### src/hw/unused_placeholder_none.sv
// intentionally empty: the block is the flag core and its calculator only
// assumes nothing; kept so that the file list stays stable

### src/inc/ipf_pkg.sv
// constants for the instruction pointer and status flag block
// assumes a 32-bit classic wishbone slave and a core that reports events
package ipf_pkg;
  // -------------------------------------------------------------
  // flag bit positions
  // -------------------------------------------------------------
  localparam int CARRY_POS = 0;
  localparam int PARITY_POS = 2;
  localparam int NIBBLE_POS = 4;
  localparam int ZERO_POS = 6;
  localparam int SIGN_POS = 7;
  localparam int STEP_POS = 8;
  localparam int IRQ_EN_POS = 9;
  localparam int DIR_POS = 10;
  localparam int OVF_POS = 11;
  localparam int PRIV_LO_POS = 12;
  localparam int PRIV_HI_POS = 13;
  localparam int NEST_POS = 14;
  localparam int RESUME_POS = 16;
  localparam int V86_POS = 17;
  localparam int ALIGN_POS = 18;
  localparam int PROBE_POS = 21;
  localparam logic [31:0] RSVD_ZERO_MASK = 32'hFFD8_8028;
  localparam logic [31:0] RSVD_ONE_MASK = 32'h0000_0002;
  localparam logic [31:0] FLAGS_RESET = 32'h0000_0002;
  // -------------------------------------------------------------
  // register map (byte addresses) and control fields
  // -------------------------------------------------------------
  localparam logic [3:0] OFS_IP = 4'h0;
  localparam logic [3:0] OFS_FLAGS = 4'h4;
  localparam logic [3:0] OFS_CTRL = 4'h8;
  localparam logic [3:0] OFS_STAT = 4'hC;
  localparam int CTL_PMODE_POS = 0;
  localparam int CTL_CPL_LO = 1;
  localparam int CTL_CPL_HI = 2;
  localparam int CTL_AMASK_POS = 3;
  localparam int CTL_PROBE_EN_POS = 7;
  localparam logic [1:0] PRIV_TOP = 2'h0;
  // -------------------------------------------------------------
  // enumerations
  // -------------------------------------------------------------
  typedef enum logic [2:0] {
    SEG_EXTRA = 3'b000,
    SEG_CODE = 3'b001,
    SEG_STACK = 3'b010,
    SEG_DATA = 3'b011,
    SEG_XTRA2 = 3'b100,
    SEG_XTRA3 = 3'b101
  } seg_type;
  typedef enum logic [2:0] {
    REF_FETCH = 3'b000,
    REF_PUSH = 3'b001,
    REF_POP = 3'b010,
    REF_STR_DEST = 3'b011,
    REF_DATA = 3'b100,
    REF_DATA_SBASE = 3'b101
  } ref_type;
  typedef enum logic {
    BUS_IDLE = 1'b0,
    BUS_ACK = 1'b1
  } bus_state_type;
endpackage

### src/inc/flag_calc_if.sv
// carrier between the flag block and its arithmetic flag calculator
// assumes both ends share one clock domain; contents are combinational
`timescale 1ns/10ps
interface flag_calc_if;
  logic [31:0] a;
  logic [31:0] b;
  logic sub;
  logic [31:0] res;
  logic carry;
  logic parity;
  logic nibble;
  logic zero;
  logic sign;
  logic ovf;
  modport calc(input a, b, sub, output res, carry, parity, nibble, zero, sign, ovf);
  modport user(output a, b, sub, input res, carry, parity, nibble, zero, sign, ovf);
endinterface

### src/hw/ipf_core.sv
// instruction pointer, segment choice and status flag block
// assumes core event inputs are one-cycle pulses synchronous to clock
//
// Local design decisions: the address map and the Wishbone interface to the registers.
`timescale 1ns/10ps
module ipf_core
  import ipf_pkg::*;
#(
  parameter int DATA_W = 32,
  parameter int LEN_W = 4,
  parameter logic [31:0] IP_RESET = 32'h0000_0000
) (
  input wire logic clock,
  input wire logic reset_n,
  input wire logic [3:0] adr_i,
  input wire logic [DATA_W-1:0] dat_i,
  input wire logic [3:0] sel_i,
  input wire logic we_i,
  input wire logic cyc_i,
  input wire logic stb_i,
  output logic [DATA_W-1:0] dat_o,
  output logic ack_o,
  input wire logic retire_valid,
  input wire logic [LEN_W-1:0] retire_len,
  input wire logic redirect_valid,
  input wire logic [31:0] redirect_target,
  input wire logic ref_valid,
  input wire ref_type ref_kind,
  input wire logic override_valid,
  input wire seg_type override_seg,
  input wire logic alu_valid,
  input wire logic alu_sub,
  input wire logic [31:0] alu_a,
  input wire logic [31:0] alu_b,
  input wire logic pop_valid,
  input wire logic pop_is_iret,
  input wire logic [31:0] pop_value,
  input wire logic task_switch_valid,
  input wire logic [31:0] task_flags,
  input wire logic maskable_irq_pin,
  input wire logic debug_hit,
  input wire logic misaligned,
  input wire logic io_request,
  input wire logic priv_opcode,
  output logic [31:0] next_instr_offset,
  output logic [31:0] processor_status_flags,
  output seg_type seg_select,
  output logic irq_take,
  output logic step_trap,
  output logic debug_fault,
  output logic align_fault,
  output logic io_bitmap_check,
  output logic gp_fault,
  output logic index_decrement,
  output logic nested_task,
  output logic v86_active
);
  // -------------------------------------------------------------
  // parameter checks
  // -------------------------------------------------------------
  if (DATA_W != 32) begin : g_bad_width
    $error("ipf_core serves only a 32-bit data bus");
  end
  if (LEN_W < 1 || LEN_W > 8) begin : g_bad_len
    $error("ipf_core instruction length width must be 1 to 8");
  end

  // -------------------------------------------------------------
  // state
  // -------------------------------------------------------------
  typedef struct packed {
    bus_state_type bus;
    logic ack;
    logic [31:0] rdata;
    logic [31:0] ip;
    logic [31:0] flags;
    logic [7:0] ctrl;
    seg_type seg;
    logic irq;
    logic step;
    logic dbg;
    logic align;
    logic bitmap;
    logic gp;
    logic idx_dec;
    logic nest;
    logic v86;
  } state_type;

  state_type s_reg;
  state_type s_next;
  flag_calc_if fc();
  logic bus_wr;
  logic pmode;
  logic priv_ok;
  logic [1:0] current_privilege;
  logic [1:0] io_privilege_level;
  logic [31:0] keep;

  // byte-lane merge of a bus write into an existing word
  function automatic logic [31:0] lane_merge(input logic [31:0] old,
                                             input logic [31:0] nw,
                                             input logic [3:0] sel);
    logic [31:0] r;
    r = old;
    for (int i = 0; i < 4; i++) begin
      if (sel[i]) begin
        r[8*i +: 8] = nw[8*i +: 8];
      end
    end
    return r;
  endfunction

  // flag load: bits in keep hold old value, reserved bits forced
  function automatic logic [31:0] flag_load(input logic [31:0] old,
                                            input logic [31:0] nw,
                                            input logic [31:0] kp);
    logic [31:0] r;
    r = (nw & ~kp) | (old & kp);
    return (r & ~RSVD_ZERO_MASK) | RSVD_ONE_MASK;
  endfunction

  // segment for a reference; fixed kinds ignore the override
  function automatic seg_type seg_pick(input ref_type k, input logic ov,
                                       input seg_type os);
    seg_type r;
    r = SEG_DATA;
    unique case (k)
      REF_FETCH: r = SEG_CODE;
      REF_PUSH: r = SEG_STACK;
      REF_POP: r = SEG_STACK;
      REF_STR_DEST: r = SEG_EXTRA;
      REF_DATA: r = (ov && os != SEG_DATA) ? os : SEG_DATA;
      REF_DATA_SBASE: r = (ov && os != SEG_STACK) ? os : SEG_STACK;
      default: r = SEG_DATA;
    endcase
    return r;
  endfunction

  // -------------------------------------------------------------
  // arithmetic flag calculator
  // -------------------------------------------------------------
  assign fc.a = alu_a;
  assign fc.b = alu_b;
  assign fc.sub = alu_sub;
  flag_calc u_calc (
    .fc(fc.calc)
  );

  // privilege view shared by several decisions
  assign pmode = s_reg.ctrl[CTL_PMODE_POS];
  assign current_privilege = s_reg.ctrl[CTL_CPL_HI:CTL_CPL_LO];
  assign io_privilege_level = s_reg.flags[PRIV_HI_POS:PRIV_LO_POS];
  assign priv_ok = (current_privilege <= io_privilege_level);
  // write lands on the edge at which the master sees ack
  assign bus_wr = s_reg.ack && cyc_i && stb_i && we_i;
  // probe bit is frozen unless software enabled it
  assign keep = s_reg.ctrl[CTL_PROBE_EN_POS] ? 32'h0000_0000 : (32'h1 << PROBE_POS);

  // -------------------------------------------------------------
  // next state
  // -------------------------------------------------------------
  always_comb begin
    logic [31:0] kp;
    logic [31:0] f;
    kp = 32'h0000_0000;
    f = 32'h0000_0000;
    s_next = s_reg;
    s_next.ack = 1'b0;
    // bus slave: one wait state, ack for exactly one cycle
    unique case (s_reg.bus)
      BUS_IDLE: begin
        if (cyc_i && stb_i) begin
          s_next.bus = BUS_ACK;
          s_next.ack = 1'b1;
          unique case (adr_i)
            OFS_IP: s_next.rdata = s_reg.ip;
            OFS_FLAGS: s_next.rdata = s_reg.flags;
            OFS_CTRL: s_next.rdata = {24'h00_0000, s_reg.ctrl};
            OFS_STAT: s_next.rdata = {23'h00_0000, s_reg.v86, s_reg.nest, s_reg.idx_dec,
                                      s_reg.gp, s_reg.bitmap, s_reg.align, s_reg.dbg,
                                      s_reg.step, s_reg.irq};
            default: s_next.rdata = 32'h0000_0000;
          endcase
        end
      end
      BUS_ACK: begin
        s_next.bus = BUS_IDLE;
      end
    endcase
    // software writes; v86 bit is not writable from the bus
    if (bus_wr) begin
      unique case (adr_i)
        OFS_IP: s_next.ip = lane_merge(s_reg.ip, dat_i, sel_i);
        OFS_FLAGS: s_next.flags = flag_load(s_reg.flags,
                                            lane_merge(s_reg.flags, dat_i, sel_i),
                                            keep | (32'h1 << V86_POS));
        OFS_CTRL: s_next.ctrl = sel_i[0] ? dat_i[7:0] : s_reg.ctrl; // control lives in lane 0
        default: s_next.ctrl = s_reg.ctrl;
      endcase
    end
    // popped flags: interrupt enable and v86 guarded by privilege
    if (pop_valid) begin
      kp = keep;
      if (!priv_ok) begin
        kp[IRQ_EN_POS] = 1'b1;
      end
      if (!(pop_is_iret && current_privilege == PRIV_TOP)) begin
        kp[V86_POS] = 1'b1;
      end
      s_next.flags = flag_load(s_reg.flags, pop_value, kp);
    end
    // a task switch reloads flags at any privilege
    if (task_switch_valid) begin
      s_next.flags = flag_load(s_reg.flags, task_flags, keep);
    end
    // core events win over a same-cycle bus write
    if (alu_valid) begin
      f = s_next.flags;
      f[CARRY_POS] = fc.carry;
      f[PARITY_POS] = fc.parity;
      f[NIBBLE_POS] = fc.nibble;
      f[ZERO_POS] = fc.zero;
      f[SIGN_POS] = fc.sign;
      f[OVF_POS] = fc.ovf;
      s_next.flags = f;
    end
    // pointer: redirect beats sequential advance, both beat the bus
    if (redirect_valid) begin
      s_next.ip = redirect_target;
    end else if (retire_valid) begin
      s_next.ip = s_reg.ip + {{(32-LEN_W){1'b0}}, retire_len};
    end
    // single step fires once the instruction completes and clears itself
    s_next.step = retire_valid && s_reg.flags[STEP_POS];
    if (retire_valid) begin
      s_next.flags[STEP_POS] = 1'b0;
      s_next.flags[RESUME_POS] = 1'b0; // resume covers one instruction only
    end
    // segment selection for the reference presented this cycle
    if (ref_valid) begin
      s_next.seg = seg_pick(ref_kind, override_valid, override_seg);
    end
    // per-cycle event outputs
    s_next.irq = maskable_irq_pin && s_reg.flags[IRQ_EN_POS];
    s_next.dbg = debug_hit && !s_reg.flags[RESUME_POS];
    s_next.align = misaligned && s_reg.flags[ALIGN_POS]
                   && s_reg.ctrl[CTL_AMASK_POS];
    s_next.bitmap = io_request && pmode && !priv_ok;
    s_next.gp = priv_opcode && pmode && s_reg.flags[V86_POS];
    s_next.idx_dec = s_next.flags[DIR_POS];
    s_next.nest = pmode && s_next.flags[NEST_POS];
    s_next.v86 = pmode && s_next.flags[V86_POS];
  end

  // -------------------------------------------------------------
  // state register
  // -------------------------------------------------------------
  always_ff @(posedge clock or negedge reset_n) begin
    if (!reset_n) begin
      s_reg <= '0;
      s_reg.ip <= IP_RESET;
      s_reg.flags <= FLAGS_RESET;
    end else begin
      s_reg <= s_next;
    end
  end

  // outputs straight from the state register
  assign dat_o = s_reg.rdata;
  assign ack_o = s_reg.ack;
  assign next_instr_offset = s_reg.ip;
  assign processor_status_flags = s_reg.flags;
  assign seg_select = s_reg.seg;
  assign irq_take = s_reg.irq;
  assign step_trap = s_reg.step;
  assign debug_fault = s_reg.dbg;
  assign align_fault = s_reg.align;
  assign io_bitmap_check = s_reg.bitmap;
  assign gp_fault = s_reg.gp;
  assign index_decrement = s_reg.idx_dec;
  assign nested_task = s_reg.nest;
  assign v86_active = s_reg.v86;
endmodule

### src/hw/flag_calc.sv
// arithmetic flag calculator for 32-bit add and subtract
// assumes operands are stable for the cycle in which the result is used
`timescale 1ns/10ps
module flag_calc
  import ipf_pkg::*;
(
  flag_calc_if.calc fc
);
  logic [32:0] sum;
  logic [31:0] opb;
  // -------------------------------------------------------------
  // add, or subtract as a plus inverted b plus one
  // -------------------------------------------------------------
  always_comb begin
    opb = fc.sub ? ~fc.b : fc.b;
    sum = {1'b0, fc.a} + {1'b0, opb} + {32'h0000_0000, fc.sub};
    fc.res = sum[31:0];
    fc.carry = sum[32] ^ fc.sub; // borrow is inverted carry
    fc.ovf = (fc.a[31] ^ opb[31] ^ sum[31]) ^ sum[32];
    fc.nibble = fc.a[4] ^ fc.b[4] ^ sum[4]; // carry or borrow at bit 3
    fc.zero = (sum[31:0] == 32'h0000_0000);
    fc.sign = sum[31];
    fc.parity = ~^sum[7:0]; // even count of ones
  end
endmodule

### config.mk
export PLATFORM = sky130hd
export DESIGN_NAME = ipf_core
export DESIGN_NICKNAME = d
export VERILOG_FILES = /design/src/hw/unused_placeholder_none.sv /design/src/inc/ipf_pkg.sv /design/src/inc/flag_calc_if.sv /design/src/hw/ipf_core.sv /design/src/hw/flag_calc.sv
export SDC_FILE = /design/constraint.sdc
export NUM_CORES = 1
export LEC_CHECK = 0
export BUFFER_PORTS_ARGS = -buffer_cell sky130_fd_sc_hd__buf_2
export CAP_MARGIN = 20
export CELL_PAD_IN_SITES_DETAIL_PLACEMENT = 1
export CELL_PAD_IN_SITES_GLOBAL_PLACEMENT = 1
export CORE_MARGIN = 5
export CORE_UTILIZATION = 36
export DETAILED_ROUTE_END_ITERATION = 6
export PLACE_DENSITY = 0.9
export SYNTH_ARGS = -nofsm -noshare
export SYNTH_HDL_FRONTEND = slang
export SYNTH_SLANG_ARGS = --single-unit
### constraint.sdc
create_clock -name clock -period 3.6 [get_ports clock]
set_clock_uncertainty 0.1 [all_clocks]
set_input_delay 0.18 -clock clock [delete_from_list [all_inputs] [get_ports clock]]
set_output_delay 0.18 -clock clock [all_outputs]
set_load 0.01 [all_outputs]
* Word-level counts from Yosys, hierarchy flattened
Cells that the tools add are included.
Word-level totals: logic and storage cells 133, input bits 229, output and inout port bits 109, register bits after elaboration 118
Cells by class: reductions and logical operators 41, multiplexer cells 38, equality and inequality tests 10, bitwise operators 20, magnitude comparators 1, add/subtract/negate cells 3
Operators with widths (count):
- $mux W32 | 7
- $and A22 B22 Y22 | 6
- $pmux W32 S4 | 1
- $mux W8 | 12
- $mux W72 | 1
- $not A22 Y22 | 3
- $or A22 B22 Y22 | 3
- $mux W34 | 1
- $add A32 B32 Y33 | 1
- $add A33 B1 Y33 | 1
- $mux W33 | 1
- $add A32 B4 Y32 | 1
- $logic_not A32 Y1 | 1
- $not A32 Y32 | 1
- $mux W22 | 1
- $logic_and A1 B1 Y1 | 18
- $mux W6 | 3
- $reduce_bool A3 Y1 | 6
- $pmux W3 S5 | 1
- $reduce_and A3 Y1 | 5
- $mux W12 | 1
- $eq A4 B4 Y1 const B | 2
- $reduce_bool A4 Y1 | 2
- $reduce_xnor A8 Y1 | 1
- 17 further kinds | 33

* Depth between registers and ports, before layout
depth after elaboration 12, mapped depth 20, mapped depth without buffers 18

* Modules after synthesis
From an unflattened synthesis, not the netlist that was laid out.
Second synthesis, totals: cell total of the unflattened synthesis 1003, area, all modules 8693.3 um^2
By module, submodules not included:
- ipf_core | seq. area each 2528.7 um^2, area each 6568.8 um^2, cells an instance 718, times used 1
- flag_calc | seq. area each 0.0 um^2, area each 2124.5 um^2, cells an instance 285, times used 1

* Least setup slack after synthesis
OpenSTA, ideal clock, no wires.
path kind in2reg, start point in alu_sub, end point reg s_reg, in the netlist processor_status_flags[6], buffers on the path 2, stages on the path 20, path slack -1.028 ns, data arrival time 4.451 ns, library setup time 0.076 ns, required time 3.424 ns, cell sequence buf_2 -> buf_1 -> xor2_1 -> ha_1 -> a21o_1 -> o2bb2ai_2 -> o21ai_0 -> nor2b_1 -> o21ai_0 -> xnor2_1 -> ha_1 -> o211ai_1 -> a221oi_1 -> o21ai_0 -> a2111oi_0 -> o2111a_1 -> nand4_1 -> or4b_1 -> or4_1 -> o21ai_1
On the way: cells in the longest elaborated chain, start to end 5
Ends and longest elaborated chain:
- start: declaration | line ipf_core.sv:32 | input wire logic alu_sub,
- $mux W32 | line flag_calc.sv:15 | opb = fc.sub ? ~fc.b : fc.b;
- $add A32 B32 Y33 | line flag_calc.sv:16 | sum = {1'b0, fc.a} + {1'b0, opb} + {32'h0000_0000, fc.sub};
- $add A33 B1 Y33 (*) | line flag_calc.sv:16
- $logic_not A32 Y1 (*) | line flag_calc.sv:21 | fc.zero = (sum[31:0] == 32'h0000_0000);
- $mux W12 (*) | line ipf_core.sv:218 | if (alu_valid) begin
- end signal: assignment | line ipf_core.sv:265 | s_reg <= s_next;
- end: declaration | line ipf_core.sv:90 | state_type s_reg;
Mark *: on every way between the ends. The rest lies on a longest branch, timed or not. A chain may end at the register's enable or synchronous reset.

* Final worst setup path
Same ends and word-level chain as after synthesis.

==> flow_summary.ini <==
[global_route]
use_met2 = 0.474
grt_pass1_wl_mm = 60.7
grtUsageMet3 = 0.0441
grt_max_degree = 69
grt_overflow = 0
grt_util_met1 = 0.321
grt-busiest-layer = met2
antenna_found_initial = 9
grtUsageTotal = 0.271
grt_pass1_vias = 10800

[pwr]
powerDensity_mw_per_mm2 = 362
ir_worst_vdd_mv = 0.243
clkPwrFrac = 0.248
power_switching_uw = 1590
intPower_uw = 2570
seqPwrFrac = 0.328
p_total_uw = 4170
combPwrFrac = 0.425
sw_frac_of_total = 0.382
cellLeakagePower_uw = 0.00564

[clock_tree]
cts_root_buffer = clkbuf_16
cts_tree = done
cts_sinks = 101
insertion_delay_ns = 0.36
clockBufferDepth = 2
h-tree-depth = 3
clk_pin_slew_ns = 0.08
numCtsBuffers = 9

[floorplan]
ioPinCount = 338
die_area_sq_mm = 0.0282
fp.dieW_um = 168
die_h_um = 168
rows = 57
start_util = 0.368
core_sq_mm = 0.0244

[flow_run]
max_cap_viol_count = 0

[critical_path]
start_kind = input port
cp_max_fo = 6
critPathKind = in2reg
r2r-end = next_instr_offset[26]
crit_start = alu_sub
ff2ff_path_depth = 13
endpoint_kind = register
rrSetupSlack_ns = 0.35
arrival_ns = 3.94
crit_required_ns = 3.79
r2r-start = next_instr_offset[0]

[sta]
fin_ws_ns = -0.154
min_period_ns = 3.75
min_period_over_period = 1.04
setup_viol = 1
rsz0062_at_grt = true
hold_viol = 0
max_freq_mhz = 266
finalMaxSlewViolations = 0
tightest_slew_ns = 1.02
maxSlewHeadroom = 0.318

[synthesis]
yosysTopAreaCell = dfrtp_1
ys_warn_count = 0
netlist_area_sq_mm = 0.00897
synth_area_leaders = dfrtp_1 (28%), buf_4 (8.4%), nand2_1 (6.8%), ha_1 (6.1%), a21oi_1 (5.7%)
synth-seq-cells = 101
synthCells = 1136
synth_top_area_frac = 0.279
synth_most_common_cell = nand2_1
synth_edf_count = 0
seq_area_frac_synth = 0.282
postSynthAreaPerCell_sq_um = 7.89
netlist-cell-type-count = 81
synthArstFlopShare = 1.00
synthTopCellsByCount = nand2_1 (162), a21oi_1 (103), buf_4 (100), dfrtp_1 (100), o21ai_0 (98)
ys.flop_type = dfrtp_1

[cells_and_area]
multi_input_area_sq_mm = 0.00554
fin_util = 0.471
regArea_sq_mm = 0.00253
drive_gt1_frac = 0.336
final_cells = 1781
nets = 1720
area_growth_pct = 28.2
fillers = 3117

[place]
dp_slack_ns = -0.794
gp_congestion = 0.933
portBuffers = 290
dpl.hpwl_mm = 31.6
dpl.cell_count = 1740

[routing]
detail-route-antenna-nets = 0
vias_per_cell = 5.64
drc = 0
dr.pass1.iters = 5
wirelength_mm = 40.0
wl_per_cell_um = 22.5
drtIter0Drc = 750
num_vias = 10100

[worst_hold_path]
worst_hold_path_type = in2reg
hold_path_startpoint = task_flags[2]
worstHoldEndpoint = processor_status_flags[2]
worstHoldPathCells = 3

[outcome]
status = finished, violations left
failed_checks = negative setup slack
==> cells by family after synthesis <==
logic type / after synthesis / share of synthesized area
flip-flops: 101 / 0.282
other: 1 / 0.000418
AND/OR/NAND/NOR: 370 / 0.190
adder cells (fa/ha/maj): 46 / 0.0659
buffers and inverters: 181 / 0.118
AO/OA/AOI/OAI: 338 / 0.240
XOR/XNOR: 71 / 0.0694
multiplexers: 28 / 0.0339
==> routing by layer <==
layer / vias up / share of wire
li1: 4563 / -
met1: 4914 / 0.39
met2: 462 / 0.49
met3: 109 / 0.066
met4: 4 / 0.055
met5: - / 0.00055
==> power by group through the flow <==
stage               sequential [uW]  combinational (uW)  clock, uW
global route                   1370                1910       1080
floorplan                      1310                1040          0
global placement               1370                1620          0
detailed placement             1380                1680          0
CTS                            1360                1730       1030
finish                         1360                1770       1030
==> final cells by class <==
cell class	instances	share of cell area
timing repair buffer	433	0.224
sequential	101	0.220
antenna	7	0.00152
multi-input combinational	868	0.482
inverter	32	0.0104
clock buffer	9	0.0196
clock inverter	7	0.00696
tap	324	0.0353
==> stage by stage <==
| step | instance area, sq um | hold slack (ns) | TNS, ns |
|---|---|---|---|
| 6_report | 11500 | 0.00511 | -0.154 |
| 5_1_grt | 11500 | 0.00439 | -0.368 |
| 4_1_cts | 11400 | 0.00344 | -0.180 |
| 3_5_place_dp | 10900 | 0.256 | -1.30 |
| 3_3_place_gp | 10900 | 0.250 | -0.734 |
| 2_1_floorplan | 9050 | -0.216 | -0.412 |
==> worst max-delay path, cell delays in order <==
cell	delay, ns
buf_6	0.12
xor2_1	0.16
ha_2	0.41
nand3_2	0.15
o2bb2ai_4	0.21
o21ai_2	0.11
nor2b_4	0.14
o21ai_2	0.14
xnor2_2	0.13
ha_2	0.21
o211ai_1	0.09
a221oi_1	0.23
o21ai_1	0.14
a2111oi_2	0.22
o2111a_1	0.22
nand4_1	0.08
or4b_1	0.46
or4_1	0.40
o21ai_1	0.14
==> what timing repair did <==
item | CTS | global route
hold buffers | 15 | 0
buffers inserted | 1 | 2
pin swaps | 2 | 5
resized for setup | 11 | 8
setup endpoints to repair | 1 | 5
endpoints found under the hold margin | 80 | 0
==> layout by cell type (no fill, tap or decap), types with 17 or more instances in the layout <==
master / Yosys / layout
buf_2: 4 / 287
nand2_1: 162 / 162
buf_4: 100 / 129
a21oi_1: 103 / 102
dfrtp_1: 100 / 100
o21ai_0: 98 / 95
nor2_1: 71 / 71
xor2_1: 50 / 47
ha_1: 44 / 41
nand3_1: 39 / 38
inv_1: 32 / 32
xnor2_1: 21 / 20
a22oi_1: 17 / 17
a221oi_1: 17 / 17
==> how the worst max path moves through the flow <==
| stage | endpoint | slack (ns) | depth (start not counted) |
|---|---|---|---|
| 6_report | processor_status_flags[6] | -0.15 | 19 |
| 5_1_grt | processor_status_flags[6] | -0.35 | 19 |
| 4_1_cts | processor_status_flags[6] | -0.18 | 19 |
| 3_5_place_dp | processor_status_flags[6] | -0.79 | 19 |
| 3_3_place_gp | processor_status_flags[6] | -0.45 | 19 |
| 2_1_floorplan | processor_status_flags[6] | -0.41 | 20 |
Note: power is estimated with default switching activity, not from simulation.
